[src/shared/emb_consts.svh]
// Constants for the external memory bus interface
//
// Overview of operation
// - 24-bit address output spans 16M words per static bank
// - SDRAM internal bank select always on address bits 14:13
// - Address bit 10 high with burst read/write requests auto precharge
// - Static banks 8/16/32-bit wide, SDRAM banks 16/32-bit only
// - Two SDRAM chip selects; row and column strobes shared by both
// - Shared write strobe for SDRAM and 16-bit static writes, never 8-bit
// - Eight static chip selects, one asserted as chosen by the req_bank_i bank number
// - Boot bank width straps: 01 byte, 10 halfword, 11 word, 00 reserved
// - Read output enable asserted on every static memory read, not on SDRAM reads
// - Four byte-lane write strobes on writes; SDRAM data masks
// - External master request tristates the external bus pins
// - After request drops, device resumes bus and drives acknowledge low
// - Byte-order strap 0 little endian, 1 big endian lane ordering
`ifndef EMB_CONSTS_SVH
`define EMB_CONSTS_SVH

// ------------------------------------------------------------
// Widths
// ------------------------------------------------------------
`define EMB_ADDR_W        24
`define EMB_DATA_W        32
`define EMB_NUM_STATIC    8
`define EMB_NUM_SDRAM     2

// ------------------------------------------------------------
// Field positions and codes
// ------------------------------------------------------------
`define EMB_SD_BA_HI      14
`define EMB_SD_BA_LO      13
`define EMB_SD_AP_BIT     10
`define EMB_BANK_SEL_HI   2
`define EMB_STRAP_BYTE    2'h1
`define EMB_STRAP_HALF    2'h2
`define EMB_STRAP_WORD    2'h3
`define EMB_STRAP_RSVD    2'h0

// ------------------------------------------------------------
// Timing
// ------------------------------------------------------------
`define EMB_RST_FILT_CYC  64
`define EMB_RST_CNT_W     7
`define EMB_STATIC_CYC    4'h2
`define EMB_SD_CAS_CYC    4'h2

`endif

[src/shared/emb_pkg.sv]
// Types for the external memory bus interface
package emb_pkg;

   typedef enum logic [1:0] {
      EMB_W8  = 2'h0,
      EMB_W16 = 2'h1,
      EMB_W32 = 2'h2
   } emb_width_t;

   typedef enum logic [6:0] {
      EMB_IDLE  = 7'h01,
      EMB_STAT  = 7'h02,
      EMB_WAIT  = 7'h04,
      EMB_ACT   = 7'h08,
      EMB_CMD   = 7'h10,
      EMB_CAS   = 7'h20,
      EMB_HIZ   = 7'h40
   } emb_state_t;

endpackage

[src/rtl/emb_ctrl.sv]
// External memory bus interface controller
`timescale 1ns/10ps
`include "emb_consts.svh"

module emb_ctrl (
   // Clock and reset
   input  wire logic                     ref_clk_i,
   input  wire logic                     rst_b_i,
   // Straps
   input  wire logic [1:0]               boot_bank_width_strap_i,
   input  wire logic                     big_endian_strap_i,
   // Internal access request
   input  wire logic                     req_valid_i,
   input  wire logic                     req_write_i,
   input  wire logic                     req_sdram_i,
   input  wire logic [2:0]               req_bank_i,
   input  wire logic [`EMB_ADDR_W-1:0]   req_addr_i,
   input  wire logic [1:0]               req_size_i,
   input  wire logic                     req_ap_i,
   input  wire logic [1:0]               req_width_i,
   input  wire logic [`EMB_DATA_W-1:0]   req_wdata_i,
   output logic                          req_ready_o,
   output logic                          rd_valid_o,
   output logic [`EMB_DATA_W-1:0]        rd_data_o,
   // Status
   output logic                          reset_done_o,
   output logic [1:0]                    boot_width_o,
   output logic                          width_error_o,
   // Memory pins
   output logic [`EMB_ADDR_W-1:0]        addr_o,
   output logic                          addr_oe_o,
   input  wire logic [`EMB_DATA_W-1:0]   external_data_bus_i,
   output logic [`EMB_DATA_W-1:0]        external_data_bus_o,
   output logic                          external_data_bus_oe_o,
   output logic [`EMB_NUM_STATIC-1:0]    static_bank_select_n_o,
   output logic [`EMB_NUM_SDRAM-1:0]     sdram_bank_select_n_o,
   output logic                          sdram_row_strobe_n_o,
   output logic                          sdram_column_strobe_n_o,
   output logic                          shared_write_strobe_n_o,
   output logic                          read_output_enable_n_o,
   output logic [3:0]                    byte_lane_write_n_o,
   output logic                          ctrl_oe_o,
   input  wire logic                     external_wait_n_i,
   // Bus handover
   input  wire logic                     ext_master_request_i,
   output logic                          ext_master_acknowledge_o
);

   // ------------------------------------------------------------
   // Functions
   // ------------------------------------------------------------
   // Byte lane mask for size and offset, with byte order
   function automatic logic [3:0] lane_mask(input logic [1:0] sz,
                                            input logic [1:0] off,
                                            input logic       big);
      logic [3:0] m;
      logic [1:0] o;
      m = 4'h0;
      o = big ? ~off : off;
      unique case (sz)
         2'h0:    m = 4'h1 << o;
         2'h1:    m = big ? (4'h3 << {~off[1], 1'b0})
                          : (4'h3 << {off[1], 1'b0});
         default: m = 4'hf;
      endcase
      return m;
   endfunction

   // ------------------------------------------------------------
   // Input synchronisers
   // ------------------------------------------------------------
   logic [4:0] sync1_ff;
   logic [4:0] sync2_ff;
   logic [4:0] nxt_sync1;
   logic [4:0] nxt_sync2;

   always_comb begin
      nxt_sync1 = {external_wait_n_i, ext_master_request_i,
                   big_endian_strap_i, boot_bank_width_strap_i};
      nxt_sync2 = sync1_ff;
   end

   always_ff @(posedge ref_clk_i or negedge rst_b_i) begin
      if (!rst_b_i) begin
         sync1_ff <= 5'h10;
         sync2_ff <= 5'h10;
      end else begin
         sync1_ff <= nxt_sync1;
         sync2_ff <= nxt_sync2;
      end
   end

   logic wait_n_s;
   logic xreq_s;
   logic big_s;
   logic [1:0] bw_s;
   assign wait_n_s = sync2_ff[4];
   assign xreq_s   = sync2_ff[3];
   assign big_s    = sync2_ff[2];
   assign bw_s     = sync2_ff[1:0];

   // ------------------------------------------------------------
   // Reset filter and strap capture
   // ------------------------------------------------------------
   logic [`EMB_RST_CNT_W-1:0] rcnt_ff;
   logic [`EMB_RST_CNT_W-1:0] nxt_rcnt;
   logic [1:0]                bw_ff;
   logic [1:0]                nxt_bw;
   logic                      done;

   assign done = (rcnt_ff == `EMB_RST_CNT_W'(`EMB_RST_FILT_CYC));

   always_comb begin
      nxt_rcnt = rcnt_ff;
      nxt_bw   = bw_ff;
      if (!done) begin
         nxt_rcnt = rcnt_ff + `EMB_RST_CNT_W'(1);
         nxt_bw   = bw_s;
      end
   end

   always_ff @(posedge ref_clk_i or negedge rst_b_i) begin
      if (!rst_b_i) begin
         rcnt_ff <= '0;
         bw_ff   <= `EMB_STRAP_WORD;
      end else begin
         rcnt_ff <= nxt_rcnt;
         bw_ff   <= nxt_bw;
      end
   end

   // ------------------------------------------------------------
   // Access state machine
   // ------------------------------------------------------------
   emb_pkg::emb_state_t       st_ff, nxt_st;
   logic [3:0]                cnt_ff, nxt_cnt;
   logic [`EMB_ADDR_W-1:0]    a_ff, nxt_a;
   logic [`EMB_DATA_W-1:0]    wd_ff, nxt_wd;
   logic [`EMB_DATA_W-1:0]    rd_ff, nxt_rd;
   logic                      rv_ff, nxt_rv;
   logic                      wr_ff, nxt_wr;
   logic                      sd_ff, nxt_sd;
   logic                      ap_ff, nxt_ap;
   logic [2:0]                bk_ff, nxt_bk;
   logic [1:0]                wid_ff, nxt_wid;
   logic [3:0]                ln_ff, nxt_ln;
   logic                      werr_ff, nxt_werr;
   logic [1:0]                eff_w;
   logic                      bad_w;

   always_comb begin
      eff_w = req_width_i;
      if (!req_sdram_i && req_bank_i == 3'h0) begin
         unique case (bw_ff)
            `EMB_STRAP_BYTE: eff_w = emb_pkg::EMB_W8;
            `EMB_STRAP_HALF: eff_w = emb_pkg::EMB_W16;
            default:         eff_w = emb_pkg::EMB_W32;
         endcase
      end
      bad_w = (req_sdram_i && eff_w == emb_pkg::EMB_W8) ||
              (eff_w == 2'h3);
   end

   assign req_ready_o = done && (st_ff == emb_pkg::EMB_IDLE) && !xreq_s;

   always_comb begin
      nxt_st   = st_ff;
      nxt_cnt  = cnt_ff;
      nxt_a    = a_ff;
      nxt_wd   = wd_ff;
      nxt_rd   = rd_ff;
      nxt_rv   = 1'b0;
      nxt_wr   = wr_ff;
      nxt_sd   = sd_ff;
      nxt_ap   = ap_ff;
      nxt_bk   = bk_ff;
      nxt_wid  = wid_ff;
      nxt_ln   = ln_ff;
      nxt_werr = werr_ff;
      unique case (st_ff)
         emb_pkg::EMB_IDLE: begin
            if (done && xreq_s) begin
               nxt_st = emb_pkg::EMB_HIZ;
            end else if (req_valid_i && req_ready_o) begin
               nxt_werr = bad_w;
               if (!bad_w) begin
                  nxt_a   = req_addr_i;
                  nxt_wd  = req_wdata_i;
                  nxt_wr  = req_write_i;
                  nxt_sd  = req_sdram_i;
                  nxt_ap  = req_ap_i;
                  nxt_bk  = req_bank_i;
                  nxt_wid = eff_w;
                  nxt_ln  = lane_mask(req_size_i, req_addr_i[1:0], big_s);
                  nxt_cnt = req_sdram_i ? `EMB_SD_CAS_CYC
                                        : `EMB_STATIC_CYC;
                  nxt_st  = req_sdram_i ? emb_pkg::EMB_ACT
                                        : emb_pkg::EMB_STAT;
               end
            end
         end
         emb_pkg::EMB_STAT: begin
            nxt_cnt = cnt_ff - 4'h1;
            if (cnt_ff == 4'h1) begin
               nxt_st = emb_pkg::EMB_WAIT;
            end
         end
         emb_pkg::EMB_WAIT: begin
            if (wait_n_s) begin
               nxt_rd = external_data_bus_i;
               nxt_rv = !wr_ff;
               nxt_st = emb_pkg::EMB_IDLE;
            end
         end
         emb_pkg::EMB_ACT: begin
            nxt_st = emb_pkg::EMB_CMD;
         end
         emb_pkg::EMB_CMD: begin
            nxt_st = wr_ff ? emb_pkg::EMB_IDLE : emb_pkg::EMB_CAS;
         end
         emb_pkg::EMB_CAS: begin
            nxt_cnt = cnt_ff - 4'h1;
            if (cnt_ff == 4'h1) begin
               nxt_rd = external_data_bus_i;
               nxt_rv = 1'b1;
               nxt_st = emb_pkg::EMB_IDLE;
            end
         end
         emb_pkg::EMB_HIZ: begin
            if (!xreq_s) begin
               nxt_st = emb_pkg::EMB_IDLE;
            end
         end
         default: nxt_st = emb_pkg::EMB_IDLE;
      endcase
   end

   always_ff @(posedge ref_clk_i or negedge rst_b_i) begin
      if (!rst_b_i) begin
         st_ff   <= emb_pkg::EMB_IDLE;
         cnt_ff  <= 4'h0;
         a_ff    <= '0;
         wd_ff   <= '0;
         rd_ff   <= '0;
         rv_ff   <= 1'b0;
         wr_ff   <= 1'b0;
         sd_ff   <= 1'b0;
         ap_ff   <= 1'b0;
         bk_ff   <= 3'h0;
         wid_ff  <= 2'h2;
         ln_ff   <= 4'h0;
         werr_ff <= 1'b0;
      end else begin
         st_ff   <= nxt_st;
         cnt_ff  <= nxt_cnt;
         a_ff    <= nxt_a;
         wd_ff   <= nxt_wd;
         rd_ff   <= nxt_rd;
         rv_ff   <= nxt_rv;
         wr_ff   <= nxt_wr;
         sd_ff   <= nxt_sd;
         ap_ff   <= nxt_ap;
         bk_ff   <= nxt_bk;
         wid_ff  <= nxt_wid;
         ln_ff   <= nxt_ln;
         werr_ff <= nxt_werr;
      end
   end

   // ------------------------------------------------------------
   // Pin decode
   // ------------------------------------------------------------
   logic stat_on;
   logic sd_cmd;
   logic wr_ph;

   assign stat_on = (st_ff == emb_pkg::EMB_STAT) ||
                    (st_ff == emb_pkg::EMB_WAIT);
   assign sd_cmd  = (st_ff == emb_pkg::EMB_CMD);
   assign wr_ph   = wr_ff && (stat_on || sd_cmd);

   always_comb begin
      addr_o = a_ff;
      if (sd_cmd) begin
         addr_o[`EMB_SD_AP_BIT] = ap_ff;
      end
      static_bank_select_n_o = '1;
      if (stat_on) begin
         static_bank_select_n_o[bk_ff] = 1'b0;
      end
      sdram_bank_select_n_o = '1;
      if (sd_ff && (st_ff == emb_pkg::EMB_ACT || sd_cmd)) begin
         sdram_bank_select_n_o[bk_ff[0]] = 1'b0;
      end
      sdram_row_strobe_n_o    = !(st_ff == emb_pkg::EMB_ACT);
      sdram_column_strobe_n_o = !sd_cmd;
      shared_write_strobe_n_o = !(wr_ph && (sd_ff ||
                                  wid_ff == emb_pkg::EMB_W16));
      read_output_enable_n_o  = !(!wr_ff && stat_on);
      if (sd_ff) begin
         byte_lane_write_n_o = sd_cmd ? ~ln_ff : 4'h0;
      end else begin
         byte_lane_write_n_o = wr_ph ? ~ln_ff : 4'hf;
      end
   end

   assign ctrl_oe_o              = (st_ff != emb_pkg::EMB_HIZ);
   assign addr_oe_o              = ctrl_oe_o;
   assign external_data_bus_oe_o = ctrl_oe_o && wr_ph;
   assign external_data_bus_o    = wd_ff;
   assign ext_master_acknowledge_o = (st_ff == emb_pkg::EMB_HIZ);
   assign rd_valid_o    = rv_ff;
   assign rd_data_o     = rd_ff;
   assign reset_done_o  = done;
   assign boot_width_o  = bw_ff;
   assign width_error_o = werr_ff;

endmodule

[config.mk]
export PLATFORM = sky130hd
export DESIGN_NAME = emb_ctrl
export DESIGN_NICKNAME = d
export VERILOG_FILES = /design/src/shared/emb_pkg.sv /design/src/rtl/emb_ctrl.sv
export VERILOG_INCLUDE_DIRS = /design/src /design/src/shared
export SDC_FILE = /design/constraint.sdc
export NUM_CORES = 1
export LEC_CHECK = 0
export BUFFER_PORTS_ARGS = -buffer_cell sky130_fd_sc_hd__buf_2
export CAP_MARGIN = 0
export CORE_MARGIN = 2
export CORE_UTILIZATION = 40
export CTS_BUF_LIST = sky130_fd_sc_hd__clkbuf_8 sky130_fd_sc_hd__clkbuf_16
export CTS_CLUSTER_SIZE = 24
export DETAILED_ROUTE_END_ITERATION = 10
export HOLD_SLACK_MARGIN = 0.1
export PLACE_DENSITY = 0.7
export SLEW_MARGIN = 20
export SYNTH_ARGS = -nofsm -noshare
export SYNTH_HDL_FRONTEND = slang
export SYNTH_SLANG_ARGS = --single-unit
[constraint.sdc]
create_clock -name ref_clk_i -period 1.94 [get_ports ref_clk_i]
set_input_delay 0.097 -clock ref_clk_i [delete_from_list [all_inputs] [get_ports ref_clk_i]]
set_output_delay 0.097 -clock ref_clk_i [all_outputs]
set_load 0.01 [all_outputs]
### After elaboration in Yosys (flattened, before gate mapping)

Cells that the tools add are included.

| storage, ports and cells | value |
|---|---|
| flip-flop bits (word level) | 132 |
| bits of input ports | 106 |
| output and inout bits | 116 |
| logic and storage cells | 128 |

| cells by class | value |
|---|---|
| add/sub/neg operators | 2 |
| $lt $le $gt $ge | 4 |
| equal/unequal tests | 24 |
| shift-type cells | 3 |
| muxes and demuxes | 35 |
| bitwise operators | 7 |
| reduce and logical (&&, ||, !) cells | 36 |

Operators with widths:

| cell | count |
|---|---|
| $mux W32 | 2 |
| $pmux W32 S2 | 1 |
| $mux W7 | 7 |
| $pmux W7 S7 | 1 |
| $mux W4 | 8 |
| $pmux W4 S2 | 2 |
| $eq A7 B7 Y1 const B | 2 |
| $logic_and A1 B1 Y1 | 13 |
| $ne A2 B2 Y1 const B | 6 |
| $mux W8 | 1 |
| $not A8 Y8 | 1 |
| $reduce_and A4 Y1 | 2 |
| $shl A2 B2 Y4 const A | 2 |
| $add A7 B1 Y7 const B | 1 |
| $eq A7 B1 Y1 const B | 1 |
| $eq A7 B2 Y1 const B | 1 |
| $eq A7 B3 Y1 const B | 1 |
| $eq A7 B4 Y1 const B | 1 |
| $eq A7 B5 Y1 const B | 1 |
| $eq A7 B6 Y1 const B | 1 |
| $logic_not A1 Y1 | 7 |
| $ne A7 B7 Y1 const B | 1 |
| $eq A2 B1 Y1 const B | 3 |
| $mux W2 | 3 |
| 27 further kinds | 42 |

### Logic depth before layout (Yosys ltp)

| logic depth | value |
|---|---|
| word-level depth | 10 |
| mapped depth | 9 |
| gate-level depth less buffers | 7 |

### Worst setup path after synthesis

OpenSTA, ideal clock, no wires.

| timing path | value |
|---|---|
| path kind | register to register |
| from | reg bw_ff[0] (netlist: boot_width_o[0]) |
| to | reg a_ff[0] |
| setup time | 0.128 ns |
| arrival | 1.970 ns |
| data required time | 1.812 ns |
| path slack | -0.158 ns |
| stages on the path, launching flop included | 9 |
| path buffers | 2 |
| clock period less this slack | 2.098 ns |
| path through | dfstp_2 -> inv_1 -> ha_1 -> nand2_1 -> mux2i_1 -> nor4_2 -> buf_4 -> buf_4 -> mux2_1 |

| between the ends | value |
|---|---|
| word-level cells in the longest chain between the ends | 8 |
| elaborated cells on any way between the ends | 10 |
| those cells by class | 3 x eq/ne; 2 x mux; 1 x bitwise; 4 x reduce/logical |

Ends and longest elaborated chain:

| element | RTL line | source |
|---|---|---|
| from (decl) | emb_ctrl.sv:107 | `logic [1:0] bw_ff;` |
| from (signal assigned) | emb_ctrl.sv:125 | `` bw_ff <= `EMB_STRAP_WORD; `` |
| from (signal assigned) | emb_ctrl.sv:128 | `bw_ff <= nxt_bw;` |
| $eq A2 B2 Y1 or $eq A2 B1 Y1 (tied branches) | emb_ctrl.sv:154 | `unique case (bw_ff)` |
| $pmux W2 S2 (*) | emb_ctrl.sv:154 |  |
| $mux W2 (*) | emb_ctrl.sv:153 | `if (!req_sdram_i && req_bank_i == 3'h0) begin` |
| $logic_not A2 Y1 | emb_ctrl.sv:160 | `bad_w = (req_sdram_i && eff_w == emb_pkg::EMB_W8) \|\|` |
| $logic_and A1 B1 Y1 | emb_ctrl.sv:160 |  |
| $logic_or A1 B1 Y1 (*) | emb_ctrl.sv:160 |  |
| $not A1 Y1 (no source line) (*) | -- |  |
| $reduce_and A4 Y1 (no source line) (*) | -- |  |
| to (signal assigned) | emb_ctrl.sv:256 | `a_ff <= nxt_a;` |
| to (decl) | emb_ctrl.sv:137 | `` logic [`EMB_ADDR_W-1:0] a_ff, nxt_a; `` |

Every way passes the cells marked *; elsewhere a longest branch is shown, timed or not.
A chain may end at the register's enable or synchronous reset.

### Worst setup path after layout

| timing path | value |
|---|---|
| from | reg st_ff[6] |
| to | out shared_write_strobe_n_o |

| between the ends | value |
|---|---|
| word-level cells in the longest chain between the ends | 6 |
| elaborated cells on any way between the ends | 8 |
| those cells by class | 3 x eq/ne; 5 x reduce/logical |

Ends and longest elaborated chain:

| element | RTL line | source |
|---|---|---|
| from (decl) | emb_ctrl.sv:135 | `emb_pkg::emb_state_t st_ff, nxt_st;` |
| from (signal assigned) | emb_ctrl.sv:240 | `st_ff <= emb_pkg::EMB_IDLE;` |
| from (signal assigned) | emb_ctrl.sv:254 | `st_ff <= nxt_st;` |
| $eq A7 B2 Y1 or $eq A7 B3 Y1 (tied branches) | emb_ctrl.sv:277, emb_ctrl.sv:278 |  |
| $logic_or A1 B1 Y1 | emb_ctrl.sv:277 | `assign stat_on = (st_ff == emb_pkg::EMB_STAT) \|\|` |
| $logic_or A1 B1 Y1 (*) | emb_ctrl.sv:280 | `assign wr_ph = wr_ff && (stat_on \|\| sd_cmd);` |
| $logic_and A1 B1 Y1 (*) | emb_ctrl.sv:280 |  |
| $logic_and A1 B1 Y1 (*) | emb_ctrl.sv:297 | `shared_write_strobe_n_o = !(wr_ph && (sd_ff \|\|` |
| $logic_not A1 Y1 (*) | emb_ctrl.sv:297 |  |
| to (decl) | emb_ctrl.sv:39 | `output logic shared_write_strobe_n_o,` |

Marks and branches as above.

==> key figures <==
Placed design
  – Placer Congestion: 0.8818
  – Pre-CTS setup slack: -0.1318 ns
  – Final HPWL DP: 9951 um
  – IO buf count: 221

STA
  – Maximum clock rate: 424.6 MHz
  – Final Max Slew Viols: 0
  – Final min period: 2.355 ns
  – Setup ws final: -0.4149 ns
  – Slew headroom: 70.32%
  – Clock skew: 0.01016 ns
  – Final Hold Viols: 0
  – RSZ-0062 raised after global routing: true
  – Slew of the pin with the lowest slew margin: 0.4452 ns
  – Final Cycle Share: 121.4%
  – Setup_tns: -18.20 ns
  – Worst hold margin: 0.1172 ns
  – Setup Viol. Count Final: 108

Power and ir drop
  – Peak VDD IR: 579.3 uV
  – Power density over the cells: 708.0 mW/mm^2
  – Leak: 4.859 nW
  – Logic pwr share: 11.1%
  – Total power: 6.961 mW
  – P_sw: 1.792 mW
  – Int Power: 5.169 mW
  – Flop pwr share: 42.8%
  – Clock network power share: 46.1%
  – Switching Share: 25.74%

Drt
  – Via density: 4.911
  – WL met1: 7127 um
  – Via Count: 4960
  – ANT nets after route: 0
  – Wire length per cell: 18.68 um
  – Total wire length: 18870 um
  – DRT iter0 DRCs: 278
  – Routed met2 length: 10260 um
  – Highest routed layer: met4
  – Met3 wire len: 999 um
  – Final routed DRC violation total: 0
  – DRT Pass-1 Iters: 4

Critical path
  – FF-to-FF Start: st_ff[6]
  – Slowest-stage cell, CP: or4_4
  – CP Launch Type: flip-flop
  – CP Class: reg -> out
  – Critical path capture point type: output port
  – CP required: 1.84 ns
  – Worst-path fanout max: 3
  – Worst stage delay on the critical path: 0.57 ns
  – CP Buf/Inv Count: 3
  – Crit path max-delay family: simple AND/OR/NAND/NOR gates
  – Worst-path cell chain: or4_4, nor3_4, o21a_1, buf_4, buf_6, o21ai_1, buf_2
  – CP Launch Point: st_ff[6]
  – Worst path arrival time: 2.26 ns

Finish
  – Diode count: 0
  – Layout area overhead: 74.86%
  – Layout cell share with drive strength beyond 1: 58.31%
  – Fin nets: 928

Outcome
  – Violated checks: negative setup slack
  – Outcome: finished, violations left

Die
  – Row count: 43
  – Die X: 122.6 um
  – Die area: 0.01502 mm^2
  – Ports: 222
  – Core box area: 0.01383 mm^2
  – Die height: 122.6 um
  – Initial core utilization: 40.67%

Clock network
  – Clock latency on the worst-skew pair: 0.42 ns
  – Worst-path clk slew: 0.06 ns
  – CTS Buf Count: 17
  – Clock tree buffer depth: 2
  – Max H-tree Level: 4
  – Clk sinks: 132
  – Clock root buffer: clkbuf_16
  – TritonCTS clock tree: yes

Synth
  – Yosys warnings: 0
  – Area fraction of the dominant cell type after synthesis: 56.07%
  – Async SR Flop Fraction: 100.0%
  – Synth Instances: 430
  – Flop and latch count out of synthesis: 132
  – Net Count, Synth: 541
  – Yosys cell types: 42
  – Area leader, netlist: dfrtp_1
  – Sequential area share after synthesis: 58.88%
  – Largest cells by area after synthesis: dfrtp_1 56%, mux2_1 9.4%, mux2_2 9.4%, buf_4 4.0%, dfstp_2 2.8%
  – Cell Area, Synth: 0.005623 mm^2
  – Mapped Avg Cell Area: 13.08 um^2
  – Most used DFF post-synth: dfrtp_1
  – EDFF count, synth: 0

Job
  – Max cap viols: 0

Global routing
  – Vias in the first global route: 5404
  – Largest net degree at the start of global routing: 52
  – Grt ovf: 0
  – Antenna violations before repair: 0
  – GRT Util Overall: 24.41%
  – First-pass GRT wire length: 27660 um

Hold path
  – Hold wc startpoint: req_size_i[0]
  – Worst Hold Class: in -> reg
flip-flops by register name, summed over array words and instances, names as in the netlist, 3 cells and up:
| register | count |
|---|---|
| nxt_sync2 | 5 |
| a_ff | 24 |
| rd_data_o | 32 |
| cnt_ff | 4 |
| bk_ff | 3 |
| ln_ff | 4 |
| rcnt_ff | 7 |
| sync2_ff | 5 |
| external_data_bus_o | 32 |
| st_ff | 7 |
stage by stage:
stage               cells  instance area [um^2]  util [%]
floorplan             430                  5667         -
global placement      833                  7092     51.29
detailed placement    833                  7092     51.29
CTS                  1001                  9608     69.49
global route         1010                  9832     71.11
finish               1010                  9832     71.11
final timing paths:
| check | to | slack [ns] | cells past startpoint |
|---|---|---|---|
| max | shared_write_strobe_n_o | -0.41 | 7 |
| min | ln_ff[0] | 0.12 | 5 |
| max reg2reg | cnt_ff[3] | -0.27 | 7 |
| min reg2reg | sync2_ff[0] | 0.35 | 0 |
| max in group asynchronous | wid_ff[1] | 1.09 | 3 |
| min in group asynchronous | wr_ff | 0.18 | 2 |
final cells by class:
class | count | area [um^2]
Clock inverter | 15 | 160.2
Sequential cell | 132 | 3311
Inverter | 11 | 42.54
Tap cell | 180 | 225.2
Fill cell | 868 | 3995
Timing Repair Buffer | 408 | 3143
Multi-Input combinational cell | 247 | 2525
Clock buffer | 17 | 425.4
cell families after synthesis:
family                     synth area share (%)
DFF                                       58.88
muxes                                     19.36
and+or+nand+nor                           9.257
buffers and inverters                     5.496
AOI/OAI and AO/OA                         3.872
xor gates and xnor gates                  2.025
adders and majority gates                 1.113
power groups by stage:
stage	clock network, mW	registers, mW	logic [mW]
CTS	3.24	2.97	0.727
finish	3.21	2.98	0.772
global route	3.39	3.00	0.834
detailed placement	0	3.01	0.512
floorplan	0	3.03	0.192
global placement	0	3.00	0.495
repair_timing:
action / CTS / global route
gates cloned: 8 / 5
hold endpoints to repair: 237 / 0
resized for setup: 121 / 66
endpoints found under the setup margin: 88 / 134
buffers inserted: 26 / 20
hold buffers: 103 / 0
pin swaps: 16 / 15
tightest hold or removal path: stages:
cell and delay [ns]:
buf_2 0.09, nor2b_1 0.05, nor2_1 0.08, nor2_1 0.05, a21oi_1 0.12
layout by cell type, fill, tap and decap left out, types with 7 or more instances in the layout:
cell / synthesis / layout
xnor2_1: 9 / 8
clkbuf_16: 0 / 20
nor2_1: 25 / 22
buf_2: 4 / 210
dlygate4sd3_1: 0 / 103
buf_6: 0 / 30
buf_12: 0 / 10
mux2_4: 0 / 61
nand2_1: 17 / 14
inv_1: 10 / 8
mux2_2: 47 / 33
dfrtp_1: 126 / 126
buf_4: 30 / 46
a21oi_1: 10 / 7
layer usage:
layer | track usage (%) | vias to the layer above
met2 | 43.65 | 180
met1 | 27.01 | 2504
met3 | 7.063 | 34
li1 | - | 2242
met4 | 10.34 | 0
met5 | 0 | -
synthesized netlist by cell type, types with 4 or more instances:
master,number
xnor2_1,9
xor2_1,4
dfrtp_1,126
nor3_1,9
a21oi_1,10
nand3_1,12
buf_4,30
o21ai_0,10
nor2_1,25
buf_2,4
dfstp_2,6
mux2_1,47
nand3b_1,4
a21o_1,6
ha_1,5
inv_1,10
mux2_2,47
nor2b_1,5
nand2_1,17
Note: power is estimated with default switching activity, not from simulation.
